<file path="src/design/sbs_pkg.sv">
// Purpose: Shared constants and types for the serial port baud and status block.
// Assumes: Byte-wide register port on a single 125 MHz clock.
// Notes: Offsets are register indices on the plain register port.
//
// Behaviour
// - Divisor equals (preselect plus one) times two to the (power select plus one).
// - Master serial clock is bus clock divided by divisor, 2 up to 2048.
// - In master mode a divisor field change aborts the transfer and idles the port.
// - Divisor register reads and writes anytime; unused bits stay zero.
// - Flag register reads anytime; writes to it change nothing.
// - Receive-full flag, status bit 7, sets when a received byte reaches data register.
// - Receive-full clears after a status read seeing it set, then a data read.
// - Status bit 5 shows transmit data register empty when one.
// - Status read seeing transmit-empty, then data write, queues byte and clears flag.
// - A data write without that prior status read is discarded.
// - Mode-fault flag, bit 4, sets on select low while master with detection on.
// - Mode-fault clears after a status read seeing it, then a control one write.
// - Mode fault drops master bit, disables serial outputs, aborts and idles.
// - Interrupt is requested when mode fault sets with port interrupt enable on.
// - After a master data write, wait half a serial clock before clocking.

package sbs_pkg;

  localparam int ADDR_W = 3;
  localparam int DATA_W = 8;
  localparam int CNT_W = 11;
  localparam int EDGE_W = 5;

  // ****************************************************************
  // Register indices
  // ****************************************************************
  localparam logic [ADDR_W-1:0] OFS_CTRL_ONE = 3'h0;
  localparam logic [ADDR_W-1:0] OFS_CTRL_TWO = 3'h1;
  localparam logic [ADDR_W-1:0] OFS_CLK_DIV = 3'h2;
  localparam logic [ADDR_W-1:0] OFS_FLAGS = 3'h3;
  localparam logic [ADDR_W-1:0] OFS_DATA = 3'h5;
  localparam logic [ADDR_W-1:0] OFS_EVT_STAT = 3'h6;
  localparam logic [ADDR_W-1:0] OFS_EVT_MASK = 3'h7;

  // ****************************************************************
  // Field positions, masks and reset values
  // ****************************************************************
  localparam int BIT_INT_EN = 7;
  localparam int BIT_MASTER = 4;
  localparam int BIT_SS_OUT_EN = 1;
  localparam int BIT_FAULT_EN = 4;
  localparam int PRE_MSB = 6;
  localparam int PRE_LSB = 4;
  localparam int POW_MSB = 2;
  localparam int POW_LSB = 0;
  localparam int FLAG_RX_FULL = 7;
  localparam int FLAG_TX_EMPTY = 5;
  localparam int FLAG_FAULT = 4;
  localparam int EVT_RX = 0;
  localparam int EVT_TX = 1;
  localparam int EVT_FAULT = 2;
  localparam int EVT_W = 3;

  localparam logic [DATA_W-1:0] CTRL_ONE_RST = 8'h00;
  localparam logic [DATA_W-1:0] CTRL_TWO_RST = 8'h00;
  localparam logic [DATA_W-1:0] CTRL_TWO_MASK = 8'h1b;
  localparam logic [DATA_W-1:0] CLK_DIV_RST = 8'h00;
  localparam logic [DATA_W-1:0] CLK_DIV_MASK = 8'h77;
  localparam logic [EDGE_W-1:0] EDGES_PER_BYTE = 5'h10;

  // ****************************************************************
  // Types
  // ****************************************************************
  typedef struct packed {
    logic [ADDR_W-1:0] addr;
    logic [DATA_W-1:0] wdata;
    logic wr;
    logic rd;
  } sbs_bus_req_t;

  typedef struct packed {
    logic start;
    logic abort;
    logic master;
    logic [DATA_W-1:0] txByte;
  } sbs_eng_ctl_t;

  typedef enum logic [0:0] {
    XFER_IDLE,
    XFER_RUN
  } sbs_xfer_state_t;

endpackage

</file>
<file path="src/design/sbs_status_top.sv">
// Purpose: Register port, transmit and receive flags, mode fault and master clock control.
// Assumes: Shift engine shares ref_clk and reports each finished byte with xferDone.
// Notes: Slave-select and the incoming serial clock are pins and are synchronised here.
//
// Local design decision: the address-and-strobe port.

`timescale 1ns/10ps

module sbs_status_top
  import sbs_pkg::*;
(
  // Clock and reset
  input wire logic ref_clk,
  input wire logic arst_n,
  // Register port
  input wire sbs_bus_req_t busReq,
  output logic [DATA_W-1:0] rdData,
  // Shift engine
  input wire logic xferDone,
  input wire logic [DATA_W-1:0] rxByte,
  output sbs_eng_ctl_t engCtl,
  output logic sckInEdge,
  // Serial pins
  input wire logic ssIn,
  input wire logic sckIn,
  output logic sckOut,
  output logic sckOe,
  output logic serialOe,
  output logic ssOut,
  output logic ssOe,
  // Interrupt
  output logic irq
);

  // ****************************************************************
  // Declarations
  // ****************************************************************
  logic [DATA_W-1:0] ctrlOne_reg;
  logic [DATA_W-1:0] ctrlTwo_reg;
  logic [DATA_W-1:0] clkDiv_reg;
  logic [DATA_W-1:0] txBuf_reg;
  logic [DATA_W-1:0] rxData_reg;
  logic rxFull_reg;
  logic txEmpty_reg;
  logic fault_reg;
  logic rxArm_reg;
  logic txArm_reg;
  logic faultArm_reg;
  logic [EVT_W-1:0] evtStat_reg;
  logic [EVT_W-1:0] evtMask_reg;
  logic [1:0] ssSync_reg;
  logic [1:0] sckSync_reg;
  logic sckPrev_reg;
  logic ssPrev_reg;
  sbs_xfer_state_t state_reg;
  sbs_xfer_state_t state_next;

  logic isMaster;
  logic faultEvent;
  logic cfgChange;
  logic abortNow;
  logic statusRd;
  logic dataRd;
  logic dataWr;
  logic ctrlOneWr;
  logic txAccept;
  logic xferStart;
  logic slaveFrameStart;
  logic genRun;
  logic genDone;
  logic genSck;
  logic [DATA_W-1:0] flagsView;
  logic [EVT_W-1:0] evtSet;

  function automatic logic hit(input sbs_bus_req_t r, input logic [ADDR_W-1:0] ofs);
    hit = r.addr == ofs;
  endfunction

  assign statusRd = busReq.rd && hit(busReq, OFS_FLAGS);
  assign dataRd = busReq.rd && hit(busReq, OFS_DATA);
  assign dataWr = busReq.wr && hit(busReq, OFS_DATA);
  assign ctrlOneWr = busReq.wr && hit(busReq, OFS_CTRL_ONE);
  assign isMaster = ctrlOne_reg[BIT_MASTER];

  // ****************************************************************
  // Pin synchronisers
  // ****************************************************************
  always_ff @(posedge ref_clk or negedge arst_n) begin
    if (!arst_n) begin
      ssSync_reg <= 2'h3;
      sckSync_reg <= 2'h0;
    end else begin
      ssSync_reg <= {ssSync_reg[0], ssIn};
      sckSync_reg <= {sckSync_reg[0], sckIn};
    end
  end

  always_ff @(posedge ref_clk or negedge arst_n) begin
    if (!arst_n) begin
      sckPrev_reg <= 1'b0;
      ssPrev_reg <= 1'b1;
      sckInEdge <= 1'b0;
    end else begin
      sckPrev_reg <= sckSync_reg[1];
      ssPrev_reg <= ssSync_reg[1];
      sckInEdge <= !isMaster && !ssSync_reg[1] && (sckPrev_reg != sckSync_reg[1]);
    end
  end

  // Detection only looks at the select input when it is not driven as an output.
  assign faultEvent = isMaster && ctrlTwo_reg[BIT_FAULT_EN] && !ctrlOne_reg[BIT_SS_OUT_EN]
                      && !ssSync_reg[1];
  assign slaveFrameStart = !isMaster && ssPrev_reg && !ssSync_reg[1];

  // ****************************************************************
  // Abort conditions
  // ****************************************************************
  // Any configuration change in master mode idles the port; the far slave
  // cannot see this, so software must bring it back to idle itself.
  always_comb begin
    cfgChange = 1'b0;
    if (busReq.wr && hit(busReq, OFS_CLK_DIV)) begin
      cfgChange = (busReq.wdata & CLK_DIV_MASK) != clkDiv_reg;
    end else if (ctrlOneWr) begin
      cfgChange = busReq.wdata != ctrlOne_reg;
    end else if (busReq.wr && hit(busReq, OFS_CTRL_TWO)) begin
      cfgChange = (busReq.wdata & CTRL_TWO_MASK) != ctrlTwo_reg;
    end
  end

  assign abortNow = (isMaster && cfgChange) || faultEvent;

  // ****************************************************************
  // Control registers
  // ****************************************************************
  always_ff @(posedge ref_clk or negedge arst_n) begin
    if (!arst_n) begin
      ctrlOne_reg <= CTRL_ONE_RST;
    end else if (faultEvent) begin
      ctrlOne_reg[BIT_MASTER] <= 1'b0;
    end else if (ctrlOneWr) begin
      ctrlOne_reg <= busReq.wdata;
    end
  end

  always_ff @(posedge ref_clk or negedge arst_n) begin
    if (!arst_n) begin
      ctrlTwo_reg <= CTRL_TWO_RST;
    end else if (busReq.wr && hit(busReq, OFS_CTRL_TWO)) begin
      ctrlTwo_reg <= busReq.wdata & CTRL_TWO_MASK;
    end
  end

  always_ff @(posedge ref_clk or negedge arst_n) begin
    if (!arst_n) begin
      clkDiv_reg <= CLK_DIV_RST;
    end else if (busReq.wr && hit(busReq, OFS_CLK_DIV)) begin
      clkDiv_reg <= busReq.wdata & CLK_DIV_MASK;
    end
  end

  // ****************************************************************
  // Transmit side
  // ****************************************************************
  assign txAccept = dataWr && txArm_reg;
  assign xferStart = (state_reg == XFER_IDLE) && isMaster && !txEmpty_reg && !abortNow;

  always_ff @(posedge ref_clk or negedge arst_n) begin
    if (!arst_n) begin
      txArm_reg <= 1'b0;
    end else if (dataWr) begin
      txArm_reg <= 1'b0;
    end else if (statusRd && txEmpty_reg) begin
      txArm_reg <= 1'b1;
    end
  end

  // The buffer drains into the shift engine when a master transfer starts or
  // a slave frame opens, so one byte can wait while another shifts.
  always_ff @(posedge ref_clk or negedge arst_n) begin
    if (!arst_n) begin
      txEmpty_reg <= 1'b1;
      txBuf_reg <= '0;
    end else if (txAccept) begin
      txEmpty_reg <= 1'b0;
      txBuf_reg <= busReq.wdata;
    end else if (xferStart || (slaveFrameStart && !txEmpty_reg)) begin
      txEmpty_reg <= 1'b1;
    end
  end

  // ****************************************************************
  // Master transfer sequencing
  // ****************************************************************
  always_comb begin
    state_next = state_reg;
    case (state_reg)
      XFER_IDLE: begin
        if (xferStart) begin
          state_next = XFER_RUN;
        end
      end
      XFER_RUN: begin
        if (abortNow || genDone || !isMaster) begin
          state_next = XFER_IDLE;
        end
      end
      default: begin
        state_next = XFER_IDLE;
      end
    endcase
  end

  always_ff @(posedge ref_clk or negedge arst_n) begin
    if (!arst_n) begin
      state_reg <= XFER_IDLE;
    end else begin
      state_reg <= state_next;
    end
  end

  assign genRun = (state_reg == XFER_RUN) && (state_next == XFER_RUN);

  sbs_baud_gen #(
    .CW(CNT_W)
  ) u_baud (
    .ref_clk(ref_clk),
    .arst_n(arst_n),
    .preselect(clkDiv_reg[PRE_MSB:PRE_LSB]),
    .powerSelect(clkDiv_reg[POW_MSB:POW_LSB]),
    .run(genRun),
    .sckLevel(genSck),
    .byteDone(genDone)
  );

  always_ff @(posedge ref_clk or negedge arst_n) begin
    if (!arst_n) begin
      engCtl <= '0;
    end else begin
      engCtl.start <= xferStart || (slaveFrameStart && !txEmpty_reg);
      engCtl.abort <= (state_reg == XFER_RUN) && abortNow;
      engCtl.master <= isMaster && !faultEvent;
      if (xferStart || slaveFrameStart) begin
        engCtl.txByte <= txBuf_reg;
      end
    end
  end

  // ****************************************************************
  // Pin drive
  // ****************************************************************
  always_ff @(posedge ref_clk or negedge arst_n) begin
    if (!arst_n) begin
      sckOut <= 1'b0;
      sckOe <= 1'b0;
      serialOe <= 1'b0;
      ssOut <= 1'b1;
      ssOe <= 1'b0;
    end else begin
      sckOut <= genSck;
      sckOe <= isMaster && !faultEvent;
      // In slave mode a pending mode fault keeps the data outputs off until software services it.
      serialOe <= isMaster ? !faultEvent : (!ssSync_reg[1] && !fault_reg);
      ssOut <= !genRun;
      ssOe <= isMaster && ctrlTwo_reg[BIT_FAULT_EN] && ctrlOne_reg[BIT_SS_OUT_EN];
    end
  end

  // ****************************************************************
  // Receive side
  // ****************************************************************
  // An unread byte is kept; later bytes are lost until the flag is serviced.
  always_ff @(posedge ref_clk or negedge arst_n) begin
    if (!arst_n) begin
      rxData_reg <= '0;
    end else if (xferDone && !rxFull_reg) begin
      rxData_reg <= rxByte;
    end
  end

  always_ff @(posedge ref_clk or negedge arst_n) begin
    if (!arst_n) begin
      rxArm_reg <= 1'b0;
    end else if (dataRd) begin
      rxArm_reg <= 1'b0;
    end else if (statusRd && rxFull_reg) begin
      rxArm_reg <= 1'b1;
    end
  end

  always_ff @(posedge ref_clk or negedge arst_n) begin
    if (!arst_n) begin
      rxFull_reg <= 1'b0;
    end else if (xferDone) begin
      rxFull_reg <= 1'b1;
    end else if (dataRd && rxArm_reg) begin
      rxFull_reg <= 1'b0;
    end
  end

  // ****************************************************************
  // Mode fault flag
  // ****************************************************************
  always_ff @(posedge ref_clk or negedge arst_n) begin
    if (!arst_n) begin
      faultArm_reg <= 1'b0;
    end else if (ctrlOneWr) begin
      faultArm_reg <= 1'b0;
    end else if (statusRd && fault_reg) begin
      faultArm_reg <= 1'b1;
    end
  end

  always_ff @(posedge ref_clk or negedge arst_n) begin
    if (!arst_n) begin
      fault_reg <= 1'b0;
    end else if (faultEvent) begin
      fault_reg <= 1'b1;
    end else if (ctrlOneWr && faultArm_reg) begin
      fault_reg <= 1'b0;
    end
  end

  // ****************************************************************
  // Interrupt events
  // ****************************************************************
  assign evtSet[EVT_RX] = xferDone;
  assign evtSet[EVT_TX] = xferStart;
  assign evtSet[EVT_FAULT] = faultEvent;

  // A new event in the same cycle as its write-one clear stays set.
  always_ff @(posedge ref_clk or negedge arst_n) begin
    if (!arst_n) begin
      evtStat_reg <= '0;
    end else begin
      evtStat_reg <= evtSet | (evtStat_reg &
        ~((busReq.wr && hit(busReq, OFS_EVT_STAT)) ? busReq.wdata[EVT_W-1:0] : '0));
    end
  end

  always_ff @(posedge ref_clk or negedge arst_n) begin
    if (!arst_n) begin
      evtMask_reg <= '0;
    end else if (busReq.wr && hit(busReq, OFS_EVT_MASK)) begin
      evtMask_reg <= busReq.wdata[EVT_W-1:0];
    end
  end

  always_ff @(posedge ref_clk or negedge arst_n) begin
    if (!arst_n) begin
      irq <= 1'b0;
    end else begin
      irq <= (|(evtStat_reg & evtMask_reg))
             || (ctrlOne_reg[BIT_INT_EN] && (fault_reg || rxFull_reg));
    end
  end

  // ****************************************************************
  // Read data
  // ****************************************************************
  always_comb begin
    flagsView = '0;
    flagsView[FLAG_RX_FULL] = rxFull_reg;
    flagsView[FLAG_TX_EMPTY] = txEmpty_reg;
    flagsView[FLAG_FAULT] = fault_reg;
  end

  // Writes to the flag register have no decode at all, so they change nothing.
  always_ff @(posedge ref_clk or negedge arst_n) begin
    if (!arst_n) begin
      rdData <= '0;
    end else if (busReq.rd) begin
      case (busReq.addr)
        OFS_CTRL_ONE: rdData <= ctrlOne_reg;
        OFS_CTRL_TWO: rdData <= ctrlTwo_reg;
        OFS_CLK_DIV: rdData <= clkDiv_reg;
        OFS_FLAGS: rdData <= flagsView;
        OFS_DATA: rdData <= rxData_reg;
        OFS_EVT_STAT: rdData <= DATA_W'(evtStat_reg);
        OFS_EVT_MASK: rdData <= DATA_W'(evtMask_reg);
        default: rdData <= '0;
      endcase
    end else begin
      rdData <= '0;
    end
  end

endmodule

</file>
<file path="src/design/sbs_baud_gen.sv">
// Purpose: Serial clock generator dividing the bus clock by the programmed divisor.
// Assumes: run is a level from the same clock domain.
// Notes: Counts its own clock edges and pulses done after a full byte.

`timescale 1ns/10ps

module sbs_baud_gen
  import sbs_pkg::*;
#(
  parameter int CW = CNT_W
) (
  // Clock and reset
  input wire logic ref_clk,
  input wire logic arst_n,
  // Divisor fields
  input wire logic [2:0] preselect,
  input wire logic [2:0] powerSelect,
  // Control and results
  input wire logic run,
  output logic sckLevel,
  output logic byteDone
);

  logic [CW-1:0] halfDiv;
  logic [CW-1:0] cnt_reg;
  logic [EDGE_W-1:0] edges_reg;

  // Half the divisor: (pre+1) * 2^pow, so a full period is (pre+1) * 2^(pow+1).
  assign halfDiv = CW'(({{(CW-3){1'b0}}, preselect} + CW'(1)) << powerSelect);

  // ****************************************************************
  // Half-period counter
  // ****************************************************************
  // The first toggle comes a full half period after run rises, which gives
  // the lead-in delay before the first serial clock edge.
  always_ff @(posedge ref_clk or negedge arst_n) begin
    if (!arst_n) begin
      cnt_reg <= '0;
      sckLevel <= 1'b0;
      edges_reg <= '0;
    end else if (!run) begin
      cnt_reg <= halfDiv - CW'(1);
      sckLevel <= 1'b0;
      edges_reg <= '0;
    end else if (cnt_reg == '0) begin
      cnt_reg <= halfDiv - CW'(1);
      sckLevel <= ~sckLevel;
      edges_reg <= edges_reg + EDGE_W'(1);
    end else begin
      cnt_reg <= cnt_reg - CW'(1);
    end
  end

  always_ff @(posedge ref_clk or negedge arst_n) begin
    if (!arst_n) begin
      byteDone <= 1'b0;
    end else begin
      byteDone <= run && (cnt_reg == '0) && (edges_reg == EDGES_PER_BYTE - EDGE_W'(1));
    end
  end

endmodule

</file>
<file path="config.mk">
export PLATFORM = sky130hd
export DESIGN_NAME = sbs_status_top
export DESIGN_NICKNAME = d
export VERILOG_FILES = /design/src/design/sbs_pkg.sv /design/src/design/sbs_status_top.sv /design/src/design/sbs_baud_gen.sv
export SDC_FILE = /design/constraint.sdc
export NUM_CORES = 1
export LEC_CHECK = 0
export BUFFER_PORTS_ARGS = -buffer_cell sky130_fd_sc_hd__buf_2
export CAP_MARGIN = 40
export CORE_MARGIN = 10
export CORE_UTILIZATION = 52
export CTS_CLUSTER_SIZE = 8
export DETAILED_ROUTE_END_ITERATION = 16
export PLACE_DENSITY = 0.72
export RECOVER_POWER = 25
export SKIP_CTS_REPAIR_TIMING = 1
export SLEW_MARGIN = 40
export SYNTH_ARGS = -nofsm -noshare
export SYNTH_HDL_FRONTEND = slang
export SYNTH_SLANG_ARGS = --single-unit
</file>
<file path="constraint.sdc">
create_clock -name ref_clk -period 5.4 [get_ports ref_clk]
set_clock_uncertainty 0.05 [all_clocks]
set_input_delay 1.35 -clock ref_clk [delete_from_list [all_inputs] [get_ports ref_clk]]
set_output_delay 1.35 -clock ref_clk [all_outputs]
set_load 0.02 [all_outputs]
</file>
# Word-level counts from Yosys, hierarchy flattened
# Cells that the tools add are included.
[op_classes]
add_sub_neg = 4
n_eq_ne = 12
n_shift = 1
muxes = 30
bitwise_logic = 7
reduce_logical = 62
[ops]
columns = ["cell", "count"]
rows = [
  ["8-bit case mux with 7 select lines", 1],
  ["1-bit logical AND", 35],
  ["11-bit 2-to-1 mux", 2],
  ["11-bit by 1-bit subtractor with 11-bit output, second input constant", 2],
  ["1-bit 2-to-1 mux", 21],
  ["5-bit 2-to-1 mux", 3],
  ["2-bit nonzero test", 7],
  ["11-bit logical NOT", 1],
  ["11-bit by 3-bit << shifter with 11-bit output", 1],
  ["3-bit equality test, second input constant", 3],
  ["1-bit logical NOT", 9],
  ["8-bit 2-to-1 mux", 1],
  ["8-bit inequality test", 1],
  ["1-bit logical OR", 7],
  ["3-bit AND", 2],
  ["3-bit by 2-bit equality test with 1-bit output, second input constant", 2],
  ["6-bit inequality test", 1],
  ["5-bit by 1-bit adder with 5-bit output, second input constant", 1],
  ["5-bit by 4-bit equality test with 1-bit output, second input constant", 1],
  ["3-bit by 1-bit adder with 4-bit output, second input constant", 1],
  ["4-bit inequality test", 1],
  ["3-bit by 1-bit equality test with 1-bit output, second input constant", 1],
  ["3-bit logical NOT", 1],
  ["3-bit 2-to-1 mux", 1],
  ["other kinds (8)", 10],
]
[word_totals]
register_bits = 96
input_bits = 26
output_inout_bits = 26
word_cells = 150

# Longest topological paths before layout
# Gate-level depths: netlist of run 1.
[depth]
depth_word = 14
ltp_mapped = 10
ltp_nobuf = 9

# By module
# Synthesis of run 1 repeated with hierarchy kept, for this count alone.
[hier_totals]
hier_cells = 448
hier_area_um2 = 4933.5
[by_module_without_submodules]
columns = ["module", "n_inst", "cells_per_inst", "area_each_um2", "seq_area_each_um2"]
rows = [
  ["sbs_status_top", 1, 275, 3455.8, 1958.1],
  ["sbs_baud_gen", 1, 173, 1477.7, 450.4],
]

# Worst setup path after synthesis of run 1
# No wires, ideal clock.
[synth_timing]
kind = "input -> register"
startpoint = "in busReq[11] in the netlist's numbering"
endpoint = "reg u_baud.cnt_reg[0]"
setup_time_ns = 0.125
arrival_ns = 3.162
t_required_ns = 5.225
slack_ns = 2.063
cell_stages = 8
path_buffers = 2
cell_sequence = "buf_6 inv_4 or3_1 buf_6 o41ai_4 a31oi_2 nor4_2 mux2_2"
[synth_via]
elab_chain_len = 13
word_cells_on_any_way = 20
classes_between = "2 x eq/ne; 7 x mux; 11 x reduce/logical"
[synth_lines]
columns = ["element", "line_no", "text"]
rows = [
  ["start, declared", "sbs_status_top.sv:16", "input wire sbs_bus_req_t busReq,"],
  ["3-bit by 1-bit equality test with 1-bit output", "sbs_status_top.sv:76", "hit = r.addr == ofs;"],
  ["1-bit logical AND", "sbs_status_top.sv:126", "end else if (busReq.wr && hit(busReq, OFS_CTRL_TWO)) begin"],
  ["1-bit 2-to-1 mux", "sbs_status_top.sv:126", ""],
  ["1-bit 2-to-1 mux", "sbs_status_top.sv:124", "end else if (ctrlOneWr) begin"],
  ["1-bit 2-to-1 mux *", "sbs_status_top.sv:122", "if (busReq.wr && hit(busReq, OFS_CLK_DIV)) begin"],
  ["1-bit logical AND *", "sbs_status_top.sv:131", "assign abortNow = (isMaster && cfgChange) || faultEvent;"],
  ["1-bit logical OR *", "sbs_status_top.sv:131", ""],
  ["1-bit logical OR or 1-bit logical NOT (tied branches)", "sbs_status_top.sv:204, sbs_status_top.sv:166", ""],
  ["1-bit logical OR or 1-bit logical AND (tied branches)", "sbs_status_top.sv:204, sbs_status_top.sv:166", ""],
  ["1-bit 2-to-1 mux, on equally long branches", "sbs_status_top.sv:204, sbs_status_top.sv:199", ""],
  ["1-bit case mux with 2 select lines *", "sbs_status_top.sv:197", "case (state_reg)"],
  ["1-bit logical AND *", "sbs_status_top.sv:222", "assign genRun = (state_reg == XFER_RUN) && (state_next == XFER_RUN);"],
  ["11-bit 2-to-1 mux *", "sbs_baud_gen.sv:41", "end else if (!run) begin"],
  ["end signal, assigned", "sbs_baud_gen.sv:42", "cnt_reg <= halfDiv - CW'(1);"],
  ["end signal, assigned", "sbs_baud_gen.sv:46", "cnt_reg <= halfDiv - CW'(1);"],
  ["end signal, assigned", "sbs_baud_gen.sv:50", "cnt_reg <= cnt_reg - CW'(1);"],
  ["end, declared", "sbs_baud_gen.sv:25", "logic [CW-1:0] cnt_reg;"],
]
# Mark *: on every way between the ends. The rest lies on a longest branch, timed or not.
# A chain may end at the register's enable or synchronous reset.

==> out/results.ini, run 1 <==
[worst_setup_path]
path_cells=clkbuf_1 -> buf_4
path_delay_family=buffers and inverters
cp-start-kind=input port
path_max_fanout=53
worstPathBufferInverterCount=2
critPathArrivalTime_ns=4.09
crit_required_ns=5.81
criticalPathCategory=in2async
cp_slowest_cell=clkbuf_1
cpPeakStageDelay_ns=1.97
end_kind=asynchronous set/reset pin

[sta]
fmax_mhz=271.7
hold-worst-slack_ns=0.2980
hold_viol_final=0
fin_crit_sh_pct=68.15
rsz0062_at_grt=no
setup-violations-final=0
fin_tns_setup_ns=0
fin_crit_ns=3.680
worstMarginPinSlew_ns=2.837
report.final.slew_viol_count=54
slew_headroom_pct=-89.14

[finish]
syn_to_final_growth_pct=9.562
nFillCells=824
antenna_cells=0
final_cell_area_sq_um=5448
finalNetCount=507
fin_util_pct=58.68
largest_register_ffs=11
fin_cells=610
layout-drive-gt1-share_pct=27.65

[outcome]
status=complete, but fails checks
violations=capacitance limit, slew limit

[detailed_routing]
totalWireLength_um=10600
drt_iter0_drc=267
wire_per_inst_um=17.37
ant_nets=0
firstDrtPassIters=4
via_count=3459
drc=0
vias_per_cell=5.670

[grt]
grt_max_degree=54
grtUsageTotal_pct=15.16
grt_pass1_wl_um=17530
grt_pass1_vias=3433
grt.overflow.total=0
antenna_found_initial=0

[logic_synthesis]
ys_warn_count=0
yosys-top-cells-count=dfrtp_1, mux2_2, nor2_1, xnor2_1
ys_seq_area_share_pct=48.44
synth_nets=471
synth_area_sq_um=4972
ys.flop_type=dfrtp_1
yosys-top-cells-area=dfrtp_1, mux2_2, xnor2_1
synth_most_common_cell=dfrtp_1
synthDistinctLibCells=67
synthCells=440
async_flop_share_pct=100.0
syn_area_per_cell_sq_um=11.30
synth_top_area_share_pct=45.80
synth-edff-count=0
synth_largest_area_cell=dfrtp_1
synth-seq-cells=96

[cts]
cts_sinks=96
htree_num_levels=3
cts_inserted_buffers=9
clock_path_buffers=2
clock_tree.root_cell=clkbuf_8
path_clk_slew_ns=0.09
cts_tree=built
clock_latency_ns=0.37

[place]
port_buffers=51
place_inst=594
dpl_cell_area_sq_um=5266
dp.final_hpwl_um=7699
gp_congestion=0.9256

[floorplanning]
die_w_um=117.8
core_area_sq_um=9284
ios=52
rows=35
die_h_um=117.8
initial_core_util_pct=53.56
fp.dieArea_sq_um=13870

[job]
drv_cap=1

[power_and_ir_drop]
ir_worst_vdd_mv=0.2667
power_density_nw_per_um2=420.3
p_leak_nw=2.324

[worst_hold_path]
hold_class=reg2reg

-- cell families (layout without fill, tap and decap cells) --
family / Yosys count / after routing / share of synthesized area [%]
AOI/OAI and AO/OA: 72 / 72 / 11.25
xor gates and xnor gates: 39 / 39 / 6.870
adders and majority gates: 5 / 5 / 1.258
buffers and inverters: 36 / 77 / 3.472
DFF: 96 / 96 / 48.44
muxes: 66 / 66 / 15.10
and+or+nand+nor: 126 / 126 / 13.61
-- worst register-to-register path: stages (launching register included) --
cell and delay (ns):
dfrtp_1 0.67, ha_1 0.43, nor2b_1 0.20, or2_2 0.33, nand3_1 0.10, ha_1 0.22
o311a_1 0.26, nor4b_1 0.32, xor2_1 0.24, o22ai_1 0.11
-- power by group --
group          total, mW  internal [mW]  switching [mW]
clock network      0.437          0.182           0.255
registers           1.09          0.901           0.185
logic              0.767          0.371           0.396
-- stage by stage --
step | power [mW] | setup slack, ns
after floorplan | 1.650 | 2.063
after global placement | 1.843 | 1.442
after detailed placement | 1.867 | 1.361
after CTS | 2.308 | 1.757
after global routing | 2.437 | 1.120
final | 2.290 | 1.720
-- layout by cell type, fill, tap and decap left out, types with 3 or more instances in the layout --
cell and instances:
a21o_1 6, a21oi_1 8, a221o_1 3, a22o_1 4, a31oi_1 4, and2_1 4, and3_1 6, buf_2 50
clkbuf_8 10, dfrtp_1 91, dfstp_2 4, ha_1 5, inv_1 6, mux2_2 40, mux2_4 8, mux2i_1 18
nand2_1 19, nand2b_1 7, nand3_1 12, nand4_1 6, nor2_1 32, nor2b_1 10, nor3_1 9, o211ai_1 4
o21ai_0 10, o22ai_1 3, o31ai_1 3, o41ai_1 3, or2_2 3, or3_1 4, xnor2_1 27, xor2_1 12
-- cell type report --
class / instances / area [sq um] / share of cell area, %
inverter: 8 / 32.53 / 0.5972
tap: 129 / 161.4 / 2.963
sequential: 96 / 2409 / 44.21
multi-input combinational: 308 / 2396 / 43.98
timing repair buffer: 53 / 269.0 / 4.938
clock inverter: 6 / 42.54 / 0.7809
clock buffer: 10 / 137.6 / 2.526
-- per-layer routing --
layer | global-route usage (%) | vias up | share of wire, %
li1 | - | 1650 | -
met1 | 20.22 | 1703 | 47
met2 | 23.53 | 94 | 47
met3 | 4.029 | 12 | 5.2
met4 | 4.482 | 0 | 1.2
met5 | 0 | - | 0
-- path summary, 6_finish.rpt --
path / start / to / slack (ns) / depth (start not counted)
worst max-delay path: arst_n / ssPrev_reg / 1.72 / 2
min in group asynchronous: arst_n / u_baud.cnt_reg[2] / 1.84 / 1
worst min-delay path: sckSync_reg[0] / sckSync_reg[1] / 0.30 / 0
max in group ref_clk: busReq[12] / engCtl[2] / 1.72 / 7
worst max register to register: clkDiv_reg[4] / u_baud.cnt_reg[10] / 2.36 / 9
worst min register to register: sckSync_reg[0] / sckSync_reg[1] / 0.30 / 0
No activity file was read; power rests on OpenSTA's default activity.
==> run 2, diff against run 1 <==
--- a/config.mk
+++ b/config.mk
@@ -11,7 +11,7 @@
 export CORE_UTILIZATION = 52
 export CTS_CLUSTER_SIZE = 8
 export DETAILED_ROUTE_END_ITERATION = 16
-export PLACE_DENSITY = 0.72
+export PLACE_DENSITY = 0.75
 export RECOVER_POWER = 25
 export SKIP_CTS_REPAIR_TIMING = 1
 export SLEW_MARGIN = 40
==> constraint.sdc (replaced) <==
create_clock -name ref_clk -period 3.3 [get_ports ref_clk]
set_clock_uncertainty 0.05 [all_clocks]
set_input_delay 0.825 -clock ref_clk [delete_from_list [all_inputs] [get_ports ref_clk]]
set_output_delay 0.825 -clock ref_clk [all_outputs]
set_load 0.02 [all_outputs]
==> run 2 against run 1 <==
  * The flow now finishes without violations
  * Total power rose by 72%
  * Count of clock-buffer cells in the layout increased by 1
  * Wire length up 3.2%
  * Critical path type is now reg2reg
==> out/results.ini, run 2 (synthesized netlist as in run 1, its figures left out) <==
[cts]
cts_sinks=96  ; unchanged
clock_tree.root_cell=clkbuf_8
path_clk_slew_ns=0.09  ; about the same
htree_num_levels=3  ; unchanged
clock_latency_ns=0.35  ; -0.02 ns
cts_tree=built
cts_inserted_buffers=9  ; unchanged
clock_path_buffers=2  ; unchanged

[grt]
grt_pass1_wl_um=18920  ; +7.9%
grt_max_degree=51  ; -5.6%
grtUsageMet1_pct=21.82  ; +1.6 points
gr-usage-met2_pct=25.63  ; +2.1 points
grtUsageMet3_pct=3.453  ; -0.58 points
grt_pass1_vias=3668  ; +6.8%
antenna_found_initial=0  ; unchanged
busiest_layer=met2
grtUsageTotal_pct=16.27  ; +1.1 points
grt.overflow.total=0  ; unchanged

[finish]
finalNetCount=520  ; +2.6%
layout-drive-gt1-share_pct=29.35  ; +1.7 points
most-common-layout-cells=dfrtp_1, buf_2, mux2_2
largest_register_ffs=11  ; unchanged
antenna_cells=0  ; unchanged
nFillCells=785  ; -4.7%
layout_commonest_cell=dfrtp_1
syn_to_final_growth_pct=12.46

[sta]
fin_crit_sh_pct=85.29
setup_ws_ns=0.4853  ; -1.235 ns
hold_viol_final=0  ; unchanged
fin_tns_setup_ns=0  ; unchanged
setup-violations-final=0  ; unchanged
worstMarginPinSlew_ns=1.223  ; -1.614 ns
slew_headroom_pct=18.49  ; +110 points
rsz0062_at_grt=no
fmax_mhz=355.3
report.final.slew_viol_count=0  ; -100%
fin_crit_ns=2.815

[detailed_routing]
via_count=3554  ; +2.7%
wire_per_inst_um=17.56  ; +1.1%
totalWireLength_um=10940  ; +3.2%
ant_nets=0  ; unchanged
drc=0  ; unchanged
drt_iter0_drc=240  ; -10%
vias_per_cell=5.705  ; +0.60%
firstDrtPassIters=5  ; +1

[floorplanning]
rows=35  ; unchanged
initial_core_util_pct=53.56  ; unchanged
die_h_um=117.8  ; unchanged
fp.dieArea_sq_um=13870  ; unchanged
die_w_um=117.8  ; unchanged
ios=52  ; unchanged
core_area_sq_um=9284  ; unchanged

[power_and_ir_drop]
power_density_nw_per_um2=704.0  ; +68%
p_leak_nw=2.416  ; +4.0%
ir_worst_vdd_mv=0.4192  ; +57%

[place]
dp.final_hpwl_um=8164  ; +6.0%
dp_slack_ns=0.2450  ; -1.116 ns
port_buffers=51  ; unchanged
gp_congestion=0.9094  ; -1.8%

[job]
drv_cap=0  ; -1

[worst_setup_path]
critPathArrivalTime_ns=3.00  ; -1.09 ns
end_kind=flop
crit_required_ns=3.48  ; -2.33 ns
cp-start-kind=flop
path_max_fanout=9  ; -83%
criticalPathCategory=reg2reg

[worst_hold_path]
hold_class=reg2reg

[outcome]
status=finished, final reports clean

-- run 2: cell types whose count changed in the layout (fill, tap and decap cells not counted), sizes merged --
| cell | delta |
|---|---|
| buf | +13 |
| clkinv | -1 |
| clkbuf | +1 |
| clkinvlp | -2 |
| bufinv | +2 |
-- run 2: metrics by stage --
step                utilization [%]  total power, mW  instance area (sq um)  cells  hold WS, ns
finish                        60.23            3.937                   5592    623       0.3086
global route                  60.23            4.200                   5592    623       0.3228
CTS                           60.26            3.970                   5594    623       0.3120
detailed placement            57.78            3.086                   5364    607       0.2897
global placement              57.78            3.028                   5364    607       0.2866
floorplan                         -            2.700                   4972    440       0.2812
-- run 2: routing by layer --
layer  wire, um  share of wire, %
met5          0                 0
met3        660               6.0
met4        168               1.5
met1       4888                45
met2       5220                48
-- run 2: worst paths after layout --
path                                      from  slack, ns  cells after the start                  to
worst max-delay path             clkDiv_reg[5]       0.49                      9  u_baud.cnt_reg[10]
worst min register to register  sckSync_reg[0]       0.31                      0      sckSync_reg[1]
max in group asynchronous               arst_n       1.53                      2       ssSync_reg[0]
worst min-delay path            sckSync_reg[0]       0.31                      0      sckSync_reg[1]
worst max register to register   clkDiv_reg[5]       0.49                      9  u_baud.cnt_reg[10]
min in group asynchronous               arst_n       0.66                      1   u_baud.cnt_reg[4]
-- run 2: critical path, cell delays in order, from the launching register on --
cell     delay [ns]
dfrtp_1        0.47
ha_1           0.42
nor2b_1        0.19
or2_2          0.31
nand3_1        0.11
ha_1           0.23
o311a_1        0.27
nor4b_1        0.31
xor2_1         0.22
o22ai_1        0.10
-- run 2: where the power goes --
part / leakage, nW / switching, mW / internal [mW] / total, mW
Clock: 0.116 / 0.419 / 0.458 / 0.877
Combinational: 1.12 / 0.695 / 0.628 / 1.32
Sequential: 1.18 / 0.262 / 1.47 / 1.74
Total: 2.42 / 1.38 / 2.56 / 3.94
-- run 2: layout make-up --
| cell class | instances | area (sq um) | share of cell area [%] |
|---|---|---|---|
| Timing Repair Buffer | 66 | 367.9 | 6.579 |
| Tap cell | 129 | 161.4 | 2.887 |
| Inverter | 8 | 32.53 | 0.5818 |
| Sequential cell | 96 | 2409 | 43.07 |
| Clock inverter | 5 | 88.84 | 1.589 |
| Multi-Input combinational cell | 308 | 2391 | 42.76 |
| Clock buffer | 11 | 141.4 | 2.529 |
==> run 3, diff against run 2 <==
--- a/config.mk
+++ b/config.mk
@@ -13,6 +13,7 @@
 export DETAILED_ROUTE_END_ITERATION = 16
 export PLACE_DENSITY = 0.75
 export RECOVER_POWER = 25
+export REMOVE_ABC_BUFFERS = 1
 export SKIP_CTS_REPAIR_TIMING = 1
 export SLEW_MARGIN = 40
 export SYNTH_ARGS = -nofsm -noshare
==> run 3 against run 2 <==
  * Sequential share of layout area down 0.077 points
  * Clock power increased by 3.9%
  * Total power is 1.0% higher
  * Cell area up 0.18%
  * Wire length grew 0.57%
  * First-iteration DRC count down 11%
  * Fmax down 0.76%
  * Sequential cell count stayed put
==> out/results.ini, run 3 (synthesized netlist as in run 1, its figures left out) <==
[sta]
setup_ws_ns=0.4638  ; -0.02149 ns
fin_crit_ns=2.836  ; +0.02149 ns
hold_viol_final=0  ; unchanged
fin_tns_setup_ns=0  ; unchanged
fin_crit_sh_pct=85.94  ; +0.65 points
rsz0062_at_grt=no
setup-violations-final=0  ; unchanged
slew_headroom_pct=21.80  ; +3.3 points
report.final.slew_viol_count=0  ; unchanged
worstMarginPinSlew_ns=1.173  ; -0.04964 ns
fmax_mhz=352.6  ; -0.76%

[grt]
grt_pass1_vias=3617  ; -1.4%
grtUsageTotal_pct=16.04  ; -0.23 points
grt_max_degree=50  ; -2.0%
grt.overflow.total=0  ; unchanged
grt_pass1_wl_um=18640  ; -1.5%
antenna_found_initial=0  ; unchanged

[cts]
clock_path_buffers=2  ; unchanged
cts_tree=built
htree_num_levels=3  ; unchanged
cts_inserted_buffers=9  ; unchanged
clock_latency_ns=0.35  ; about the same
path_clk_slew_ns=0.09  ; about the same
cts_sinks=96  ; unchanged
clock_tree.root_cell=clkbuf_8

[place]
port_buffers=51  ; unchanged
gp_congestion=0.9906  ; +8.9%
dp_slack_ns=0.1662  ; -0.07876 ns
dpl_cell_area_sq_um=5369  ; about the same
dp.final_hpwl_um=8163  ; about the same

[floorplanning]
fp.dieArea_sq_um=13870  ; unchanged
rows=35  ; unchanged
die_h_um=117.8  ; unchanged
ios=52  ; unchanged
core_area_sq_um=9284  ; unchanged
initial_core_util_pct=53.56  ; unchanged
die_w_um=117.8  ; unchanged

[worst_setup_path]
criticalPathCategory=reg2reg
worstPathBufferInverterCount=0  ; unchanged
cp_slowest_cell=dfrtp_1
end_kind=flop
cpPeakStageDelay_ns=0.46  ; about the same
critPathArrivalTime_ns=3.01  ; about the same
path_delay_family=simple AND/OR/NAND/NOR gates
path_cells=ha_1 -> nor2b_1 -> or2_2 -> nand3_1 -> ha_1 -> o311a_1 -> nor4b_1 -> xor2_1 -> o22ai_1
path_max_fanout=9  ; unchanged
cp-start-kind=flop
crit_required_ns=3.48  ; about the same
cpMostUsedCell=ha_1

[finish]
largest_register_ffs=11  ; unchanged
layout-drive-gt1-share_pct=29.07  ; -0.29 points
fin_util_pct=60.34  ; +0.11 points
syn_to_final_growth_pct=12.66
layout_commonest_cell=dfrtp_1
most-common-layout-cells=dfrtp_1, buf_2, mux2_2
finalNetCount=519  ; -0.19%
antenna_cells=0  ; unchanged
final_cell_area_sq_um=5602  ; +0.18%

[detailed_routing]
ant_nets=0  ; unchanged
drt_iter0_drc=213  ; -11%
firstDrtPassIters=5  ; unchanged
totalWireLength_um=11000  ; +0.57%
wire_per_inst_um=17.71  ; +0.89%
drc=0  ; unchanged
vias_per_cell=5.752  ; +0.83%
via_count=3572  ; +0.51%

[worst_hold_path]
hold_class=reg2reg

[outcome]
status=finished, final reports clean

[power_and_ir_drop]
power_density_nw_per_um2=710.0  ; +0.85%
p_leak_nw=2.412  ; -0.16%
ir_worst_vdd_mv=0.5182  ; +24%

[job]
drv_cap=0  ; unchanged

-- run 3: cell count changes in the layout (fill, tap and decap cells not counted), sizes merged --
cell      change
bufinv        +1
buf           -2
clkbuf        -1
clkinv        -1
clkinvlp      +1
-- run 3: routing by layer --
layer / share of wire, % / vias to the layer above / track usage, %
li1: - / 1682 / -
met1: 45 / 1747 / 21.09
met2: 48 / 127 / 25.87
met3: 5.8 / 16 / 3.597
met4: 1.3 / 0 / 4.482
met5: 0 / - / 0
-- run 3: path summary, 6_finish.rpt --
path / slack, ns / start / depth (start not counted) / to
max: 0.46 / clkDiv_reg[5] / 9 / u_baud.cnt_reg[10]
min: 0.30 / sckSync_reg[0] / 0 / sckSync_reg[1]
max reg2reg: 0.46 / clkDiv_reg[5] / 9 / u_baud.cnt_reg[10]
min reg2reg: 0.30 / sckSync_reg[0] / 0 / sckSync_reg[1]
max in group asynchronous: 1.65 / arst_n / 2 / txEmpty_reg
min in group asynchronous: 0.64 / arst_n / 1 / u_baud.cnt_reg[5]
-- run 3: worst register-to-register path: cells and delay by family, from the launching register on --
family | cells | cell delay (ns)
and+or+nand+nor | 4 | 0.96
adders and majority gates | 2 | 0.64
xor gates and xnor gates | 1 | 0.22
DFF | 1 | 0.46
AOI/OAI and AO/OA | 2 | 0.37
-- run 3: area by class of cell --
type	count	area, sq um
Sequential cell	96	2409
Multi-Input combinational cell	308	2391
Clock buffer	9	123.9
Clock inverter	6	115.1
Fill cell	794	3682
Tap cell	129	161.4
Inverter	8	32.53
Timing Repair Buffer	65	369.1
-- run 3: power breakdown --
part	total [mW]	internal (mW)	switching (mW)
logic	1.33	0.628	0.702
registers	1.74	1.48	0.261
clock network	0.911	0.505	0.407
total	3.98	2.61	1.37
-- run 3: per-stage QoR --
stage	hold slack, ns	total power [mW]	std cells
6_report	0.3034	3.977	621
5_1_grt	0.3199	4.232	621
4_1_cts	0.3037	4.014	621
3_5_place_dp	0.2894	3.087	606
3_3_place_gp	0.2841	3.037	606
2_1_floorplan	0.2812	2.653	412
